==> config.mk <==
export PLATFORM = sky130hd
export DESIGN_NAME = twr_checks
export DESIGN_NICKNAME = d
export VERILOG_FILES = /design/src/twr_pkg.sv /design/src/twr_checks.sv
export VERILOG_INCLUDE_DIRS = /design/src
export SDC_FILE = /design/constraint.sdc
export NUM_CORES = 1
export LEC_CHECK = 0
export BUFFER_PORTS_ARGS = -buffer_cell sky130_fd_sc_hd__clkbuf_2
export CAP_MARGIN = 20
export CORE_ASPECT_RATIO = 0.6
export CORE_UTILIZATION = 28
export CTS_CLUSTER_SIZE = 30
export DETAILED_ROUTE_END_ITERATION = 10
export SLEW_MARGIN = 20
export SYNTH_ARGS = -nofsm -noshare
export SYNTH_HDL_FRONTEND = slang
export SYNTH_SLANG_ARGS = --single-unit
==> constraint.sdc <==
create_clock -name clk_i -period 8.4 [get_ports clk_i]
set_clock_uncertainty 0.15 [all_clocks]
set_input_delay 0.42 -clock clk_i [delete_from_list [all_inputs] [get_ports clk_i]]
set_output_delay 0.42 -clock clk_i [all_outputs]
set_load 0.01 [all_outputs]
==> src/twr_regs.svh <==
`ifndef TWR_REGS_SVH
`define TWR_REGS_SVH

// register byte offsets
`define TWR_CTRL_ADR      8'h00
`define TWR_SENSE3_ADR    8'h04
`define TWR_SENSE6_ADR    8'h08
`define TWR_SENSE8_ADR    8'h0C
`define TWR_CHECK_ADR     8'h10
`define TWR_IRQ_STAT_ADR  8'h14
`define TWR_IRQ_MASK_ADR  8'h18
`define TWR_STATUS_ADR    8'h1C

// control field positions
`define TWR_CTRL_START    0
`define TWR_CTRL_OP_LO    1
`define TWR_CTRL_DEN_LO   3
`define TWR_CTRL_MOD_LO   5

// sense field positions
`define TWR_S3_MULTI      1
`define TWR_S3_ENV        4
`define TWR_S6_B3         3
`define TWR_S6_B4         4
`define TWR_S8_EARLY      3

// check and event bit positions
`define TWR_EV_EARLY      0
`define TWR_EV_MULTI      1
`define TWR_EV_ENV        2
`define TWR_EV_DCHK       3
`define TWR_EV_ECHK       4

// reset values
`define TWR_SENSE_RST     8'h00
`define TWR_MASK_RST      8'h00

// timing
`define TWR_CLK_NS        20
`define TWR_WIN_FAST_NS   550000
`define TWR_WIN_MID_NS    900000
`define TWR_WIN_SLOW_NS   1500000
`define TWR_EARLY_NS      40000
`define TWR_GAP_MIN_NS    60000
`define TWR_CYC(ns) (((ns) + `TWR_CLK_NS - 1) / `TWR_CLK_NS)

`endif

==> src/twr_pkg.sv <==
package twr_pkg;
   typedef enum logic [1:0] {
      TWR_OP_IDLE  = 2'b00,
      TWR_OP_WRITE = 2'b01,
      TWR_OP_WTM   = 2'b10,
      TWR_OP_READ  = 2'b11
   } twr_op_e;

   typedef enum logic [1:0] {
      TWR_DEN_NRZI = 2'b00,
      TWR_DEN_1600 = 2'b01,
      TWR_DEN_6250 = 2'b10,
      TWR_DEN_RSV  = 2'b11
   } twr_den_e;

   typedef enum logic [1:0] {
      TWR_MOD_FAST = 2'b00,
      TWR_MOD_MID  = 2'b01,
      TWR_MOD_SLOW = 2'b10,
      TWR_MOD_RSV  = 2'b11
   } twr_mod_e;

   typedef enum logic [0:0] {
      TWR_ST_IDLE = 1'b0,
      TWR_ST_RUN  = 1'b1
   } twr_state_e;
endpackage

==> src/twr_checks.sv <==
`timescale 1ns/100ps
`include "twr_regs.svh"

// Contract
// - A too-early block start (readback data at inverted-NRZ) while writing sets sense byte 8 bit 3.
// - A too-short last-zero to record-gap interval also sets that bit.
// - At 1600 bpi an early start also raises data check.
// - When writing at 6250 bpi an early start raises equipment check.
// - Inverted-NRZ reads back as sense byte 6 bit 4 clear and bit 3 set.
// - Inverted-NRZ early window is 0.55 ms, 0.9 ms or 1.5 ms by model.
// - 6250 writes set sense byte 3 bit 1 at data end for 2+ fixed tracks.
// - 6250 writes set it for 2+ pointer tracks between resyncs, no drop.
// - A 6250 read sets it at data end only for more than two fixed tracks.
// - Phase-encoded reads set it for 2+ pointer tracks plus parity error.
// - Any track below usable amplitude also sets sense byte 3 bit 4.
// - Inverted-NRZ longitudinal parity failure sets the multi-track bit.
module twr_checks
   import twr_pkg::*;
#(
   parameter int NTRK     = 9,
   parameter int WIN_FAST = `TWR_CYC(`TWR_WIN_FAST_NS),
   parameter int WIN_MID  = `TWR_CYC(`TWR_WIN_MID_NS),
   parameter int WIN_SLOW = `TWR_CYC(`TWR_WIN_SLOW_NS),
   parameter int WIN_NORM = `TWR_CYC(`TWR_EARLY_NS),
   parameter int GAP_MIN  = `TWR_CYC(`TWR_GAP_MIN_NS)
) (
   // clock, reset, enable
   input  wire logic            clk_i,
   input  wire logic            rst_i,
   input  wire logic            ce_i,
   // wishbone slave
   input  wire logic            wb_cyc_i,
   input  wire logic            wb_stb_i,
   input  wire logic            wb_we_i,
   input  wire logic [7:0]      wb_adr_i,
   input  wire logic [3:0]      wb_sel_i,
   input  wire logic [31:0]     wb_dat_i,
   output logic      [31:0]     wb_dat_o,
   output logic                 wb_ack_o,
   // drive pins
   input  wire logic            block_start_seen_i,
   input  wire logic            readback_data_present_i,
   input  wire logic            last_zero_written_i,
   input  wire logic            record_gap_i,
   input  wire logic            end_of_data_time_i,
   input  wire logic            resync_burst_i,
   input  wire logic            time_sense_drop_i,
   input  wire logic            vertical_parity_check_i,
   input  wire logic            longitudinal_parity_register_i,
   input  wire logic [NTRK-1:0] track_corrected_i,
   input  wire logic [NTRK-1:0] track_pointer_i,
   input  wire logic [NTRK-1:0] track_amp_low_i,
   // status outputs
   output logic                 data_check_o,
   output logic                 equip_check_o,
   output logic                 irq_o
);
   localparam int SW  = 9 + 3 * NTRK;
   localparam int CW  = 18;

   // pin synchroniser
   logic [SW-1:0] sync1, sync2, prev;
   always_ff @(posedge clk_i) begin
      if (rst_i) begin
         sync1 <= '0;
         sync2 <= '0;
         prev  <= '0;
      end else if (ce_i) begin
         sync1 <= {block_start_seen_i, readback_data_present_i,
                   last_zero_written_i, record_gap_i, end_of_data_time_i,
                   resync_burst_i, time_sense_drop_i,
                   vertical_parity_check_i, longitudinal_parity_register_i,
                   track_corrected_i, track_pointer_i, track_amp_low_i};
         sync2 <= sync1;
         prev  <= sync2;
      end
   end

   logic [SW-1:0] rise;
   assign rise = sync2 & ~prev;
   localparam int B = 3 * NTRK;
   logic bst_r, fb_r, zero_r, gap_r, dend_r, rsy_r, drop_s, vpar_s, lrc_s;
   logic [NTRK-1:0] corr_s, ptr_s, amp_s;
   assign bst_r  = rise[B+8];
   assign fb_r   = rise[B+7];
   assign zero_r = rise[B+6];
   assign gap_r  = rise[B+5];
   assign dend_r = rise[B+4];
   assign rsy_r  = rise[B+3];
   assign drop_s = sync2[B+2];
   assign vpar_s = sync2[B+1];
   assign lrc_s  = sync2[B];
   assign corr_s = sync2[3*NTRK-1:2*NTRK];
   assign ptr_s  = sync2[2*NTRK-1:NTRK];
   assign amp_s  = sync2[NTRK-1:0];

   function automatic int popc(input logic [NTRK-1:0] v);
      int n;
      n = 0;
      for (int i = 0; i < NTRK; i++) begin
         n = n + int'(v[i]);
      end
      return n;
   endfunction

   // bus decode
   logic bus_req, wr_en, start;
   assign bus_req = wb_cyc_i & wb_stb_i & ~wb_ack_o;
   assign wr_en   = bus_req & wb_we_i & wb_sel_i[0];
   assign start   = wr_en & (wb_adr_i == `TWR_CTRL_ADR)
                    & wb_dat_i[`TWR_CTRL_START];

   // operation control
   twr_state_e state, next_state;
   twr_op_e    op, next_op;
   twr_den_e   den, next_den;
   twr_mod_e   mdl, next_mdl;
   always_comb begin
      next_state = state;
      next_op    = op;
      next_den   = den;
      next_mdl   = mdl;
      if (wr_en && wb_adr_i == `TWR_CTRL_ADR) begin
         next_op  = twr_op_e'(wb_dat_i[`TWR_CTRL_OP_LO +: 2]);
         next_den = twr_den_e'(wb_dat_i[`TWR_CTRL_DEN_LO +: 2]);
         next_mdl = twr_mod_e'(wb_dat_i[`TWR_CTRL_MOD_LO +: 2]);
      end
      unique case (state)
         TWR_ST_IDLE: begin
            if (start) begin
               next_state = TWR_ST_RUN;
            end
         end
         TWR_ST_RUN: begin
            if (dend_r && !start) begin
               next_state = TWR_ST_IDLE;
            end
         end
      endcase
   end
   always_ff @(posedge clk_i) begin
      if (rst_i) begin
         state <= TWR_ST_IDLE;
         op    <= TWR_OP_IDLE;
         den   <= TWR_DEN_NRZI;
         mdl   <= TWR_MOD_FAST;
      end else if (ce_i) begin
         state <= next_state;
         op    <= next_op;
         den   <= next_den;
         mdl   <= next_mdl;
      end
   end

   logic run, writing, nrzi;
   assign run     = (state == TWR_ST_RUN);
   assign writing = run & ((op == TWR_OP_WRITE) | (op == TWR_OP_WTM));
   assign nrzi    = (den == TWR_DEN_NRZI);

   // early window and fast-drive gap timers
   logic [CW-1:0] win_cnt, next_win_cnt, gap_cnt, next_gap_cnt, win_len;
   logic          gap_arm, next_gap_arm;
   logic [NTRK-1:0] ptr_acc, next_ptr_acc;
   logic          drop_seen, next_drop_seen;
   always_comb begin
      if (!nrzi) begin
         win_len = CW'(WIN_NORM);
      end else if (mdl == TWR_MOD_FAST) begin
         win_len = CW'(WIN_FAST);
      end else if (mdl == TWR_MOD_MID) begin
         win_len = CW'(WIN_MID);
      end else begin
         win_len = CW'(WIN_SLOW);
      end
      next_win_cnt = win_cnt;
      if (start) begin
         next_win_cnt = '0;
      end else if (run && win_cnt != '1) begin
         next_win_cnt = win_cnt + 1'b1;
      end
      next_gap_arm = gap_arm;
      next_gap_cnt = gap_cnt;
      if (start || gap_r) begin
         next_gap_arm = 1'b0;
      end else if (zero_r) begin
         next_gap_arm = 1'b1;
         next_gap_cnt = '0;
      end else if (gap_arm && gap_cnt != '1) begin
         next_gap_cnt = gap_cnt + 1'b1;
      end
      next_ptr_acc   = ptr_acc | ptr_s;
      next_drop_seen = drop_seen | drop_s;
      if (start || (rsy_r && den == TWR_DEN_6250)) begin
         next_ptr_acc   = '0;
         next_drop_seen = 1'b0;
      end
   end
   always_ff @(posedge clk_i) begin
      if (rst_i) begin
         win_cnt   <= '0;
         gap_cnt   <= '0;
         gap_arm   <= 1'b0;
         ptr_acc   <= '0;
         drop_seen <= 1'b0;
      end else if (ce_i) begin
         win_cnt   <= next_win_cnt;
         gap_cnt   <= next_gap_cnt;
         gap_arm   <= next_gap_arm;
         ptr_acc   <= next_ptr_acc;
         drop_seen <= next_drop_seen;
      end
   end

   // error events
   logic ev_early, ev_fast, ev_multi, ev_env, ev_dchk, ev_echk;
   logic [4:0] ev;
   always_comb begin
      ev_early = writing & (nrzi ? fb_r : bst_r) & (win_cnt < win_len);
      ev_fast  = writing & gap_arm & gap_r & (gap_cnt < CW'(GAP_MIN));
      ev_multi = 1'b0;
      if (run && den == TWR_DEN_6250 && writing) begin
         ev_multi = (dend_r & (popc(corr_s) >= 2))
                  | (rsy_r & (popc(ptr_acc) >= 2) & ~drop_seen);
      end else if (run && den == TWR_DEN_6250 && op == TWR_OP_READ) begin
         ev_multi = dend_r & (popc(corr_s) > 2);
      end else if (run && den == TWR_DEN_1600 && op == TWR_OP_READ) begin
         ev_multi = (popc(ptr_acc) >= 2) & vpar_s;
      end else if (run && nrzi) begin
         ev_multi = lrc_s;
      end
      ev_env  = run & (|amp_s);
      ev_dchk = (ev_early | ev_fast) & (den == TWR_DEN_1600);
      ev_echk = (ev_early | ev_fast) & (den == TWR_DEN_6250);
      ev = '0;
      ev[`TWR_EV_EARLY] = ev_early | ev_fast;
      ev[`TWR_EV_MULTI] = ev_multi;
      ev[`TWR_EV_ENV]   = ev_env;
      ev[`TWR_EV_DCHK]  = ev_dchk;
      ev[`TWR_EV_ECHK]  = ev_echk;
   end

   // sense bytes, checks and interrupt
   logic [7:0] sense3, next_sense3, sense8, next_sense8, sense6;
   logic [4:0] chk, next_chk, istat, next_istat, imask, next_imask;
   logic       next_irq;
   always_comb begin
      next_sense3 = start ? `TWR_SENSE_RST : sense3;
      next_sense8 = start ? `TWR_SENSE_RST : sense8;
      next_chk    = start ? 5'h00 : chk;
      next_sense3[`TWR_S3_MULTI] = next_sense3[`TWR_S3_MULTI] | ev_multi;
      next_sense3[`TWR_S3_ENV] = next_sense3[`TWR_S3_ENV] | ev_env;
      next_sense8[`TWR_S8_EARLY] = next_sense8[`TWR_S8_EARLY]
                                   | ev[`TWR_EV_EARLY];
      next_chk = next_chk | ev;
      next_imask = imask;
      next_istat = istat;
      if (wr_en && wb_adr_i == `TWR_IRQ_MASK_ADR) begin
         next_imask = wb_dat_i[4:0];
      end
      if (wr_en && wb_adr_i == `TWR_IRQ_STAT_ADR) begin
         next_istat = istat & ~wb_dat_i[4:0];
      end
      next_istat = next_istat | ev;
      next_irq   = |(next_istat & next_imask);
   end
   always_ff @(posedge clk_i) begin
      if (rst_i) begin
         sense3        <= `TWR_SENSE_RST;
         sense8        <= `TWR_SENSE_RST;
         chk           <= 5'h00;
         istat         <= 5'h00;
         imask         <= 5'(`TWR_MASK_RST);
         irq_o         <= 1'b0;
         data_check_o  <= 1'b0;
         equip_check_o <= 1'b0;
      end else if (ce_i) begin
         sense3        <= next_sense3;
         sense8        <= next_sense8;
         chk           <= next_chk;
         istat         <= next_istat;
         imask         <= next_imask;
         irq_o         <= next_irq;
         data_check_o  <= next_chk[`TWR_EV_DCHK];
         equip_check_o <= next_chk[`TWR_EV_ECHK];
      end
   end

   // recording mode as reported in sense byte 6
   always_comb begin
      sense6 = 8'h00;
      sense6[`TWR_S6_B4] = ~nrzi;
      sense6[`TWR_S6_B3] = nrzi;
   end

   // bus read and acknowledge
   logic [31:0] next_dat;
   logic        next_ack;
   always_comb begin
      next_ack = bus_req;
      next_dat = wb_dat_o;
      if (bus_req) begin
         unique case (wb_adr_i)
            `TWR_CTRL_ADR: next_dat = {25'h0000000, mdl, den, op, 1'b0};
            `TWR_SENSE3_ADR: next_dat = {24'h000000, sense3};
            `TWR_SENSE6_ADR: next_dat = {24'h000000, sense6};
            `TWR_SENSE8_ADR: next_dat = {24'h000000, sense8};
            `TWR_CHECK_ADR: next_dat = {27'h0000000, chk};
            `TWR_IRQ_STAT_ADR: next_dat = {27'h0000000, istat};
            `TWR_IRQ_MASK_ADR: next_dat = {27'h0000000, imask};
            `TWR_STATUS_ADR: next_dat = {31'h00000000, run};
            default: next_dat = 32'h00000000;
         endcase
      end
   end
   always_ff @(posedge clk_i) begin
      if (rst_i) begin
         wb_ack_o <= 1'b0;
         wb_dat_o <= 32'h00000000;
      end else if (ce_i) begin
         wb_ack_o <= next_ack;
         wb_dat_o <= next_dat;
      end
   end
endmodule

## Word level (Yosys, flattened, before mapping)

Index checks and enable logic that the tools add are counted.

| word-level totals | value |
|---|---|
| input port bits | 86 |
| register bits | 216 |
| output and inout bits | 36 |
| word-level logic and storage cells | 154 |

| cells by class | value |
|---|---|
| bitwise operators | 40 |
| mux-type cells | 25 |
| equal/unequal tests | 15 |
| add/subtract/negate cells | 18 |
| $lt $le $gt $ge | 5 |
| reductions and logical operators | 29 |

Operators by type and width:

| operator | number |
|---|---|
| 2-to-1 mux 18 bit | 4 |
| one-hot mux 7 bit (8 select lines) | 1 |
| 2-to-1 mux 17 bit | 3 |
| adder 18 x 1 -> 18 bit (second input constant) | 2 |
| bitwise AND 36 bit | 1 |
| != test 18 bit (second input constant) | 2 |
| NOT 36 bit | 1 |
| == test 8 x 5 -> 1 bit (second input constant) | 4 |
| greater-or-equal comparator 32 x 3 -> 1 bit (second input constant) | 1 |
| bitwise AND 1 bit | 20 |
| 2-to-1 mux 5 bit | 4 |
| adder 8 x 1 -> 9 bit | 2 |
| less-than comparator 18 x 12 -> 1 bit (second input constant) | 1 |
| less-than comparator 18 bit | 1 |
| adder 7 x 1 -> 8 bit | 2 |
| == test 8 x 4 -> 1 bit (second input constant) | 2 |
| adder 6 x 1 -> 7 bit | 2 |
| logical AND 1 bit | 13 |
| adder 5 x 1 -> 6 bit | 2 |
| adder 4 x 1 -> 5 bit | 2 |
| bitwise AND 5 bit | 2 |
| 2-to-1 mux 1 bit | 10 |
| OR 5 bit | 2 |
| greater-or-equal comparator 9 x 2 -> 1 bit (second input constant) | 1 |
| other kinds (23) | 47 |

## Logic depth before layout (Yosys ltp)

Gate-level depths: netlist (run 1).

| logic depth | value |
|---|---|
| depth after elaboration | 16 |
| mapped depth | 14 |
| mapped depth without buffers | 14 |

## Worst setup path before layout (run 1)

No wires, ideal clock.

| path | value |
|---|---|
| path type | reg2reg |
| from | register sync2[18] |
| to | register irq_o |
| arrival time | 4.046 ns |
| data required time | 8.159 ns |
| setup time | 0.091 ns |
| path buffers | 0 |
| stages on the path, launching flop included | 15 |
| setup slack | 4.113 ns |
| clock period less this slack | 4.287 ns |
| path through | dfxtp_1 inv_1 fa_1 fa_1 fa_1 inv_1 fa_1 inv_1 fa_1 nor4bb_1 a221oi_1 o21ai_0 a211oi_1 a2bb2o_1 a311oi_1 |

| on the way | value |
|---|---|
| word-level cells in the longest chain between the ends | 15 |
| elaborated cells between the ends (all ways) | 18 |
| classes of those cells | add/sub: 8; order compare: 2; mux: 2; bitwise: 5; reduce/logical: 1 |

RTL lines:

| what | RTL line | source |
|---|---|---|
| from (decl) | twr_checks.sv:62 | `logic [SW-1:0] sync1, sync2, prev;` |
| from (signal assigned) | twr_checks.sv:74 | `sync2 <= sync1;` |
| adder 1 x 1 -> 2 bit (*) | twr_checks.sv:101 | `n = n + int'(v[i]);` |
| adder 2 x 1 -> 3 bit (*) | twr_checks.sv:101 |  |
| adder 3 x 1 -> 4 bit (*) | twr_checks.sv:101 |  |
| adder 4 x 1 -> 5 bit (*) | twr_checks.sv:101 |  |
| adder 5 x 1 -> 6 bit (*) | twr_checks.sv:101 |  |
| adder 6 x 1 -> 7 bit (*) | twr_checks.sv:101 |  |
| adder 7 x 1 -> 8 bit (*) | twr_checks.sv:101 |  |
| adder 8 x 1 -> 9 bit (*) | twr_checks.sv:101 |  |
| greater-or-equal comparator 32 x 3 -> 1 bit / greater-than comparator 9 x 2 -> 1 bit (equally long branches) | twr_checks.sv:222, twr_checks.sv:225 |  |
| bitwise AND 1 bit, on equally long branches | twr_checks.sv:222, twr_checks.sv:225 |  |
| OR 1 bit / 2-to-1 mux 1 bit (equally long branches) | twr_checks.sv:223, twr_checks.sv:224 |  |
| 2-to-1 mux 1 bit (*) | twr_checks.sv:221 | `if (run && den == TWR_DEN_6250 && writing) begin` |
| OR 5 bit (*) | twr_checks.sv:263 | `next_istat = next_istat \| ev;` |
| bitwise AND 5 bit (*) | twr_checks.sv:264 | `next_irq = \|(next_istat & next_imask);` |
| OR reduction 5 bit (*) | twr_checks.sv:264 |  |
| to (signal assigned) | twr_checks.sv:282 | `irq_o <= next_irq;` |
| to (decl) | twr_checks.sv:56 | `output logic irq_o` |

Every way passes the cells marked *; elsewhere a longest branch is shown, timed or not.
A chain may end at the register's enable or synchronous reset.

## Worst setup path in the final report (run 1)

Same ends and word-level chain as after synthesis.

==> impl_results.md, run 1 <==
* Vias in the first global route at about 5,500
* Max-Slew Margin vs Limit at 0.481
* Critical Path Fanout Max at 3
* Switch share at 0.240
* Die Y at about 130 µm
* # rows at 46
* Nets@finish at 1,019
* Syn Inst Count at between 800 and 900
* Setup TNS at 0 ns
* Min-delay worst type: in2reg
* Pin count of the biggest net entering global routing at 64
* Port Buffers at around 70
* Post-DRT Antenna Nets at 0
* FILL cells at 2,776
* First-pass iteration count of the detailed router at 4
* Final Cycle Share at 0.586
* Post_cts resized at 0
* Initial DRC count at 505
* WS Path Type: reg2reg
* DR WL/cell at 14.7 µm
* Primary FF master, synth: dfxtp_1
* Final Setup Violations at 0
* Post-CTS Setup Bufs at 0
* Die W at 215 µm
* Root buffer cell: clkbuf_16
* Worst skew pair latency at 0.43 ns
* Logic gate share of total power at 0.063
* Max_cap viols at 0
* Least-Margin Pin Slew at 0.775 ns
* Clock share of power at 0.468
* HPWL after detailed placement at 13.5 mm
* Initial antenna violation count at 1
* Critical path startpoint: sync2[18]
* Worst setup SP type: register
* Synth Cell Area at 7630 µm²
* Hold Startpoint: track_amp_low_i[2]
* H-Tree Level Count at 4
* CTS Buffer Depth at 2
* Total gr overflow at 0
* Worst path required time at roughly 8.6 ns
* Ant diodes at 0
* Number of synthesized flops with an enable pin at 0
* Die area at 27,900 µm²
* Synth Warn # at 0
* Boundary Pins at 122
* Total number of vias at 6,082
* First-pass GRT wire length at 30.4 mm
* Total core area at 26,600 µm²
* Clock slew seen by the registers of the worst setup and hold paths at 0.07 ns
* Asr flop ratio synth at 0
* VDD IR-drop max at 0.132 mV
* NetSw at 401 µW
* Area Growth Syn to Fin at 14.7%
* Starting Density at 0.287
* Outcome: finished, final reports clean
* Data arrival time of the worst path at 5.11 ns
* Via/cell ratio at 4.76
* Hold-fix buffers at CTS at 0
* Number of buffers created by CTS at 17
* DRC violation count after routing at 0
* R2R Path Start: sync2[18]
* Fraction of layout cells with a size suffix above 1 at 0.122
* Leak at roughly 0.0035 µW
* Synth cell types at roughly 70
* Max Freq at 0.203 GHz
* Routed wire length at 18.8 mm
* Slew Limit Fails at 0
* Int Power at 1270 µW
* Final min period at 4.92 ns
* Final hold vios at 0
* Power Density at 191 nW/µm²
* CP endpoint kind: register
* Reg power frac at 0.469
* CTS sink cnt at approximately 160
* Pre-CTS WS at roughly 3.5 ns
* CTS tree: yes
* Yosys reg bits at roughly 160
* RSZ-0062 raised after global routing: no
* Setup ws final at about 3.5 ns
* Sequential share of the synthesized area at 0.417
* GRT Util Overall at 0.139
* Mean Syn Cell Area at 8.89 µm²
* GP Congestion at 0.912
flip-flops by register name (all words and copies together), names as in the netlist:
signal / cells
chk: 4
den: 2
drop_seen: 1
equip_check_o: 1
gap_arm: 1
gap_cnt: 18
imask: 5
irq_o: 1
istat: 5
mdl: 2
op: 2
prev: 6
ptr_acc: 9
run: 1
sense3: 2
sense8: 1
sync1: 36
sync2: 36
wb_ack_o: 1
wb_dat_o: 7
win_cnt: 18
per-stage QoR:
stage / instances / power, µW / area [µm²] / util / hold slack (ns)
floorplan: 882 / 881 / 7720 / - / 0.269
finish: 1277 / 1670 / 8750 / 0.329 / 0.0758
global placement: 1245 / 906 / 8150 / 0.307 / 0.291
CTS: 1277 / 1690 / 8750 / 0.329 / 0.0581
detailed placement: 1245 / 907 / 8150 / 0.307 / 0.297
global route: 1277 / 1750 / 8750 / 0.329 / 0.0636
cell type report:
| cell class | count | area [µm²] | share of cell area |
|---|---|---|---|
| clock buffers | 21 | 460 | 0.0526 |
| well taps | 360 | 450 | 0.0515 |
| multi-input cells | 621 | 4030 | 0.460 |
| clock inverters | 11 | 131 | 0.0150 |
| repair buffers | 70 | 364 | 0.0416 |
| inverters | 35 | 131 | 0.0150 |
| flip-flops and latches | 159 | 3180 | 0.364 |
per-layer routing:
layer / GRT usage / wire [µm] / vias up
li1: - / - / 3043
met4: 0.0338 / 135 / 0
met2: 0.173 / 6800 / 187
met1: 0.219 / 10400 / 2843
met3: 0.0455 / 1420 / 9
met5: 0 / 0 / -
path summary, 6_finish.rpt:
path,slack (ns),cells past startpoint,end
worst max-delay path,3.48,14,irq_o
worst min-delay path,0.08,3,sync1[2]
worst max register to register,3.48,14,irq_o
worst min register to register,0.31,2,wb_dat_o[1]
power groups by stage:
stage | clock (µW) | sequential (µW) | combinational, µW
finish | 782 | 784 | 105
global route | 843 | 786 | 120
CTS | 798 | 784 | 107
detailed placement | 0 | 801 | 106
global placement | 0 | 801 | 105
floorplan | 0 | 797 | 83.6
Yosys cell counts, types with 3 or more instances:
library cell  number  area [µm²]
or3_1             10        62.6
nand3b_1           3        22.5
xnor2_1           10        87.6
nand2b_1           7        43.8
and4_1             5        43.8
a211oi_1           3        22.5
xor2_1             8        70.1
nand3_1           21         105
and3_1             6        37.5
o31ai_1            7        52.6
ha_1              19         238
inv_1             35         131
o22ai_1            3        18.8
and4b_1            3        30.0
nor2_1           137         514
buf_6              3        33.8
nor4_1             8        50.1
nor3b_1            3        22.5
nor3_1            12        60.1
a2111oi_0          5        43.8
nand4_1           15        93.8
buf_4             26         195
buf_2              4        20.0
a31oi_1            4        25.0
mux2i_1           89         891
o21ai_0           27         135
a22oi_1            4        30.0
fa_1              10         200
nand2_1           65         244
a21oi_1           48         240
clkbuf_1          28         105
or4_1              8        60.1
buf_1              6        22.5
dfxtp_1          159        3180
nor2b_1           11        68.8
and2_1             8        50.1
worst max-delay path, stage by stage (launching register included):
cell and delay (ns):
dfxtp_1 0.33, inv_1 0.06, fa_1 0.55, fa_1 0.43, fa_1 0.49, inv_1 0.05, fa_1 0.37, inv_1 0.08
fa_1 0.44, nor4bb_1 0.16, a221oi_1 0.35, o21ai_0 0.17, a211oi_1 0.60, a2bb2o_1 0.38, a311oi_1 0.24
logic make-up after synthesis:
logic type | synth area share
adder cells (fa/ha/maj) | 0.0574
other | 0.000492
buffers and inverters | 0.0666
AND/OR/NAND/NOR | 0.208
AO/OA/AOI/OAI | 0.108
multiplexers | 0.121
flip-flops | 0.417
XOR/XNOR | 0.0207
layout by cell type (no fill, tap or decap), types with 3 or more instances in the layout:
| master | n |
|---|---|
| a2111oi_0 | 5 |
| a211oi_1 | 3 |
| a21oi_1 | 48 |
| a22oi_1 | 4 |
| a31oi_1 | 4 |
| and2_1 | 8 |
| and3_1 | 6 |
| and4_1 | 5 |
| and4b_1 | 3 |
| buf_4 | 3 |
| clkbuf_16 | 17 |
| clkbuf_2 | 66 |
| clkinv_4 | 3 |
| clkinvlp_4 | 3 |
| conb_1 | 25 |
| dfxtp_1 | 159 |
| fa_1 | 10 |
| ha_1 | 19 |
| inv_1 | 35 |
| mux2i_1 | 89 |
| nand2_1 | 65 |
| nand2b_1 | 7 |
| nand3_1 | 21 |
| nand3b_1 | 3 |
| nand4_1 | 15 |
| nor2_1 | 137 |
| nor2b_1 | 11 |
| nor3_1 | 12 |
| nor3b_1 | 3 |
| nor4_1 | 8 |
| o21ai_0 | 27 |
| o22ai_1 | 3 |
| o31ai_1 | 7 |
| or3_1 | 10 |
| or4_1 | 8 |
| xnor2_1 | 10 |
| xor2_1 | 8 |
Note: power is estimated with default switching activity, not from simulation.
==> inputs of run 2 (changes only) <==
==> constraint.sdc (replaced) <==
create_clock -name clk_i -period 4.7 [get_ports clk_i]
set_clock_uncertainty 0.15 [all_clocks]
set_input_delay 0.235 -clock clk_i [delete_from_list [all_inputs] [get_ports clk_i]]
set_output_delay 0.235 -clock clk_i [all_outputs]
set_load 0.01 [all_outputs]
==> run 2 against run 1 <==
Compared with the run above:
- routed wire length is 3.1% higher
- die area unchanged
- register-to-register slack got worse by 3.3 ns
- non-clock buffer count rose by 43
- first-iteration DRC count decreased by 27%
- global-route usage is 0.34 points higher
- utilization grew 1.8 points
- sequential power increased by 79%
- sequential share of layout area decreased by 1.9 points
- cell count increased by 3.4%
- sequential cell count is the same
==> impl_results.md, run 2 (synthesis results as in run 1) <==
* Vias in the first global route at approximately 5,600
* Largest regs: sync1 x36, sync2 x36
* Data arrival time of the worst path at 4.72 ns
* Sequential cell area at 3180 µm²
* Clock share of power at 0.481
* NetSw at 725 µW
* Setup TNS at 0 ns
* Die area at 27,900 µm²
* Worst r2r path cells at 14
* R2R Path Start: sync2[18]
* Max_cap viols at 0
* HPWL after detailed placement at 13.7 mm
* Worst setup SP type: register
* Final min period at 4.52 ns
* Leak at 0.00374 µW
* DR WL/cell at 14.7 µm
* Nets@finish at 1,062
* GP Congestion at 0.926
* Clock slew seen by the registers of the worst setup and hold paths at 0.06 ns
* M1 wire length at 10.5 mm
* Critical path startpoint: sync2[18]
* Post-route cell area at a little over 9000 µm²
* Total number of vias at 6,216
* Reg power frac at 0.448
* Initial DRC count at 371
* Metal2 WL at 7.12 mm
* First-pass GRT wire length at 31.0 mm
* H-Tree Level Count at 4
* Worst path required time at slightly below 5 ns
* Final hold vios at 0
* Ant diodes at 0
* Hold Startpoint: wb_dat_i[0]
* # rows at 46
* Max Freq at 0.221 GHz
* Int Power at 2400 µW
* Area Growth Syn to Fin at 21.1%
* Total gr overflow at 0
* Most frequent cells in the layout: dfxtp_1 (159), nor2_1 (137), mux2i_1 (89), clkbuf_2 (66), nand2_1 (65)
* CTS sink cnt at 159
* First-pass iteration count of the detailed router at 5
* Slew Limit Fails at 0
* Number of buffers created by CTS at 17
* VDD IR-drop max at 0.157 mV
* Commonest non-fill, non-tap cell in the layout: dfxtp_1
* Total core area at around 27,000 µm²
* Min-delay worst type: in2reg
* FILL cells at 2,771
* Post-DRT Antenna Nets at 0
* Power Density at 339 nW/µm²
* Multi-input logic area at 4030 µm²
* Final Setup Violations at 0
* WL met3 at 1.54 mm
* CTS tree: yes
* Final Cycle Share at 0.962
* Cell Area, Placed at between 8000 and 9000 µm²
* Routed wire length at around 19 mm
* WS Path Type: reg2reg
* Port Buffers at 68
* Die W at 215 µm
* DRC violation count after routing at 0
* Via/cell ratio at 4.71
* Pin count of the biggest net entering global routing at 93
* Root buffer cell: clkbuf_16
* Outcome: finished, final reports clean
* Critical Path Fanout Max at 3
* Fraction of layout cells with a size suffix above 1 at 0.120
* Initial antenna violation count at 0
* Max-Slew Margin vs Limit at 0.359
* GRT Util Overall at 0.142
* CP endpoint kind: register
* Least-Margin Pin Slew at 0.962 ns
* Switch share at 0.232
* Post-CTS Setup Bufs at 0
* Starting Density at 0.287
* Die Y at 130 µm
* CTS Buffer Depth at 2
* Logic gate share of total power at 0.071
* Top Layer Used: met4
* Boundary Pins at 122
* WHS Path Cells at 3
* Worst R2R Setup Slack at 0.18 ns
* Worst skew pair latency at 0.44 ns
[run 2: path summary, 6_finish.rpt]
kind,to
worst max-delay path,irq_o
worst min-delay path,imask[0]
worst max register to register,irq_o
worst min register to register,chk[0]
[run 2: layout make-up]
type                    count  area share
clock buffers              21      0.0499
inverters                  35      0.0142
repair buffers            113      0.0861
flip-flops and latches    159       0.345
well taps                 360      0.0488
multi-input cells         621       0.437
clock inverters            11      0.0195
[run 2: through the flow]
step / setup slack [ns] / hold slack [ns] / utilization / instances / power (µW)
finish: 0.179 / 0.149 / 0.347 / 1320 / 3130
global route: -0.0697 / 0.208 / 0.347 / 1320 / 3260
CTS: 0.0602 / 0.131 / 0.347 / 1320 / 3170
detailed placement: 0.112 / 0.294 / 0.307 / 1245 / 1620
global placement: 0.134 / 0.277 / 0.307 / 1245 / 1620
floorplan: 0.413 / 0.225 / - / 882 / 1570
[run 2: worst max-delay path, stage by stage (launching register included)]
cell and delay, ns:
dfxtp_1 0.33, inv_1 0.06, fa_1 0.55, fa_1 0.43, fa_1 0.50, inv_1 0.05
fa_2 0.34, inv_2 0.07, fa_1 0.42, nor4bb_1 0.18, a221oi_1 0.34, o32ai_1 0.17
a211oi_2 0.29, a2bb2o_1 0.32, a311oi_1 0.24
[run 2: timing repair]
item,4_1_cts,5_1_grt
resized for setup,0,4
hold buffers,43,0
hold endpoints to repair,49,0
setup endpoints to repair,0,1
[run 2: layer usage]
metal	GRT usage	vias to the layer above
met1	0.220	2850
met4	0.0442	0
met5	0	-
li1	-	3126
met3	0.0464	18
met2	0.178	222
[run 2: power groups by stage]
| stage | Sequential [µW] | Clock [µW] | Combinational (µW) |
|---|---|---|---|
| 6_report | 1400 | 1500 | 222 |
| 5_1_grt | 1410 | 1610 | 248 |
| 4_1_cts | 1400 | 1550 | 223 |
| 3_5_place_dp | 1430 | 0 | 193 |
| 3_3_place_gp | 1430 | 0 | 190 |
| 2_1_floorplan | 1420 | 0 | 149 |
==> inputs of run 3 (changes only) <==
--- a/config.mk
+++ b/config.mk
@@ -6,6 +6,7 @@
 export SDC_FILE = /design/constraint.sdc
 export NUM_CORES = 1
 export LEC_CHECK = 0
+export ABC_AREA = 1
 export BUFFER_PORTS_ARGS = -buffer_cell sky130_fd_sc_hd__clkbuf_2
 export CAP_MARGIN = 20
 export CORE_ASPECT_RATIO = 0.6
==> run 3 against run 2 <==
Compared with the run above:
- total power is 1.1% lower
- combinational power is 27% higher
- cell count up 16%
- sequential cell count unchanged
- utilization increased by 0.061 points
- global-route usage grew 0.59 points
- maximum frequency up 13%
- area after synthesis increased by 2.2%
- largest cell class unchanged
==> impl_results.md, run 3 <==
* Cell taking the most area after synthesis: dfxtp_1
* M1 wire length at 11.3 mm
* Pin count of the biggest net entering global routing at 95
* Placed insts at ~1,500
* Max_cap viols at 0
* Clock share of power at 0.446
* Final min period at 4.00 ns
* Number of synthesized flops with an enable pin at 0
* Reg power frac at 0.463
* Hold-fix buffers at CTS at 42
* Via/cell ratio at 4.64
* GRT Util Overall at 0.148
* Routed wire length at 20.3 mm
* Least-Margin Pin Slew at 0.879 ns
* NetSw at 783 µW
* Final core occ at 0.348
* # rows at 46
* Syn Inst Count at 1,075
* Critical Path Fanout Max at 2
* Data arrival time of the worst path at 4.19 ns
* DRC violation count after routing at 0
* Fin cells at roughly 1,500
* Total core area at 26,900 µm²
* Nets@finish at 1,281
* Number of buffers created by CTS at 17
* WL met3 at 1.44 mm
* Total number of vias at 7,128
* Mean Syn Cell Area at 7.25 µm²
* Post-DRT Antenna Nets at 0
* Setup ws final at 0.699 ns
* Die W at approximately 220 µm
* Min-delay worst type: in2reg
* Die area at 28,500 µm²
* Worst path required time at around 4.9 ns
* Logic gate share of total power at 0.091
* Top Layer Used: met4
* Port Buffers at 68
* Top cell type's share of synthesized area at 0.408
* Synth Warn # at 0
* First-pass GRT wire length at 33.5 mm
* Max Freq at around 0.25 GHz
* Leak at 0.00393 µW
* Sequential share of the synthesized area at 0.408
* Max-Slew Margin vs Limit at 0.414
* Power Density at 331 nW/µm²
* Pre-CTS WS at around 0.73 ns
* Root buffer cell: clkbuf_16
* Area Growth Syn to Fin at 19.9%
* RSZ-0062 raised after global routing: no
* Primary FF master, synth: dfxtp_1
* Yosys reg bits at 159
* WS Path Type: reg2reg
* Boundary Pins at 122
* Post-CTS Setup Bufs at 0
* Xor and xnor area share after synthesis at 0.0225
* Int Power at 2310 µW
* Initial DRC count at ~560
* Asr flop ratio synth at 0
* Final Setup Violations at 0
* Synth top area cells: dfxtp_1 (41%), nor2_1 (8.9%), o21ai_0 (8.0%)
* Total gr overflow at 0
* Hold_ws at 0.0785 ns
* Clock slew seen by the registers of the worst setup and hold paths at 0.06 ns
* Post-synthesis compound-gate area fraction at 0.164
* Largest regs: sync1 x36, sync2 x36
* First-pass iteration count of the detailed router at 5
* GP Congestion at 0.932
* Outcome: finished, final reports clean
* Final Cycle Share at 0.851
* Synth Cell Area at 7790 µm²
* Metal2 WL at 7.28 mm
* Adder-Cell Fraction of Synth Area at 0.0562
* Initial antenna violation count at 0
* CTS tree: yes
* Post_cts resized at 0
* CTS Buffer Depth at 2
* Worst setup SP type: register
* Simple-Gate Fraction of Synth Area at 0.244
* Fraction of layout cells with a size suffix above 1 at 0.115
* Starting Density at 0.290
* Slew Limit Fails at 0
* VDD IR-drop max at 0.203 mV
* Most frequent cells in the layout: nor2_1 (184), dfxtp_1 (159), nand2_1 (153), o21ai_0 (124), inv_1 (116)
* Synth cell types at 43
* Post-synth top cells: nor2_1 (184), dfxtp_1 (159), nand2_1 (153), o21ai_0 (124), inv_1 (118)
* Vias in the first global route at 6,426
* DR WL/cell at 13.2 µm
* Worst skew pair latency at 0.44 ns
* CP endpoint kind: register
* CTS sink cnt at between 150 and 200
* Switch share at 0.253
* H-Tree Level Count at 4
* Most frequent cell after synthesis: nor2_1
* Die Y at 131 µm
* Final hold vios at 0
* Ant diodes at 0
* Commonest non-fill, non-tap cell in the layout: nor2_1
* Setup TNS at 0 ns
* Mux cell area share after synthesis at 0
* HPWL after detailed placement at 14.6 mm
* Largest family of logic cells by synthesized area: simple AND/OR/NAND/NOR gates
-- run 3: cell types whose count changed in the layout (fill, tap and decap cells not counted), moves of 31 or more --
cell / delta
a21oi_1: +31
inv_1: +82
mux2i_1: -89
nand2_1: +88
nor2_1: +47
o21ai_0: +98
-- run 3: kinds of logic (layout without fill, tap and decap cells) --
logic type,Yosys count,count (layout)
AO/OA/AOI/OAI,235,235
adder cells (fa/ha/maj),29,29
XOR/XNOR,20,20
buffers and inverters,187,265
flip-flops,159,159
AND/OR/NAND/NOR,444,444
other,1,25
-- run 3: power groups by stage --
stage | Sequential [µW] | Clock (µW) | Combinational (µW)
floorplan | 1450 | 0 | 195
global placement | 1460 | 0 | 250
detailed placement | 1460 | 0 | 255
CTS | 1430 | 1410 | 284
global route | 1440 | 1480 | 325
finish | 1430 | 1380 | 283
-- run 3: cell type report --
type	instances	area [µm²]
clock inverter	11	133
inverter	120	454
tap	360	450
fill	2892	17500
sequential	159	3180
timing repair buffer	115	798
clock buffer	19	443
multi-input combinational	753	3890
-- run 3: worst paths after layout --
kind | from | endpoint | slack [ns] | depth (start not counted)
max reg2reg | ptr_acc[0] | irq_o | 0.70 | 19
min reg2reg | prev[32] | prev[32] | 0.31 | 2
min | wb_dat_i[0] | run | 0.08 | 3
max | ptr_acc[0] | irq_o | 0.70 | 19
-- run 3: layer usage --
layer  up-vias  global-route usage
met5         -                   0
met4         0              0.0513
met3        20              0.0310
met2       228               0.182
met1      3256               0.241
li1       3624                   -
-- run 3: through the flow --
| step | total power (µW) | instance area, µm² |
|---|---|---|
| 6_report | 3090 | 9350 |
| 3_5_place_dp | 1720 | 8350 |
| 4_1_cts | 3130 | 9350 |
| 2_1_floorplan | 1650 | 7890 |
| 5_1_grt | 3240 | 9350 |
| 3_3_place_gp | 1710 | 8350 |
-- run 3: critical path, stage by stage, from the launching register on --
cell     delay, ns
dfxtp_1       0.33
fa_1          0.54
inv_1         0.05
fa_1          0.49
fa_1          0.43
fa_1          0.37
inv_1         0.09
fa_1          0.41
a21oi_1       0.13
nand2_1       0.10
nand2_1       0.06
o21ai_0       0.09
nand2_1       0.10
nand3_1       0.11
nand2_1       0.10
nand2_1       0.06
a21oi_1       0.11
nand3_1       0.09
nand2_1       0.07
inv_1         0.04
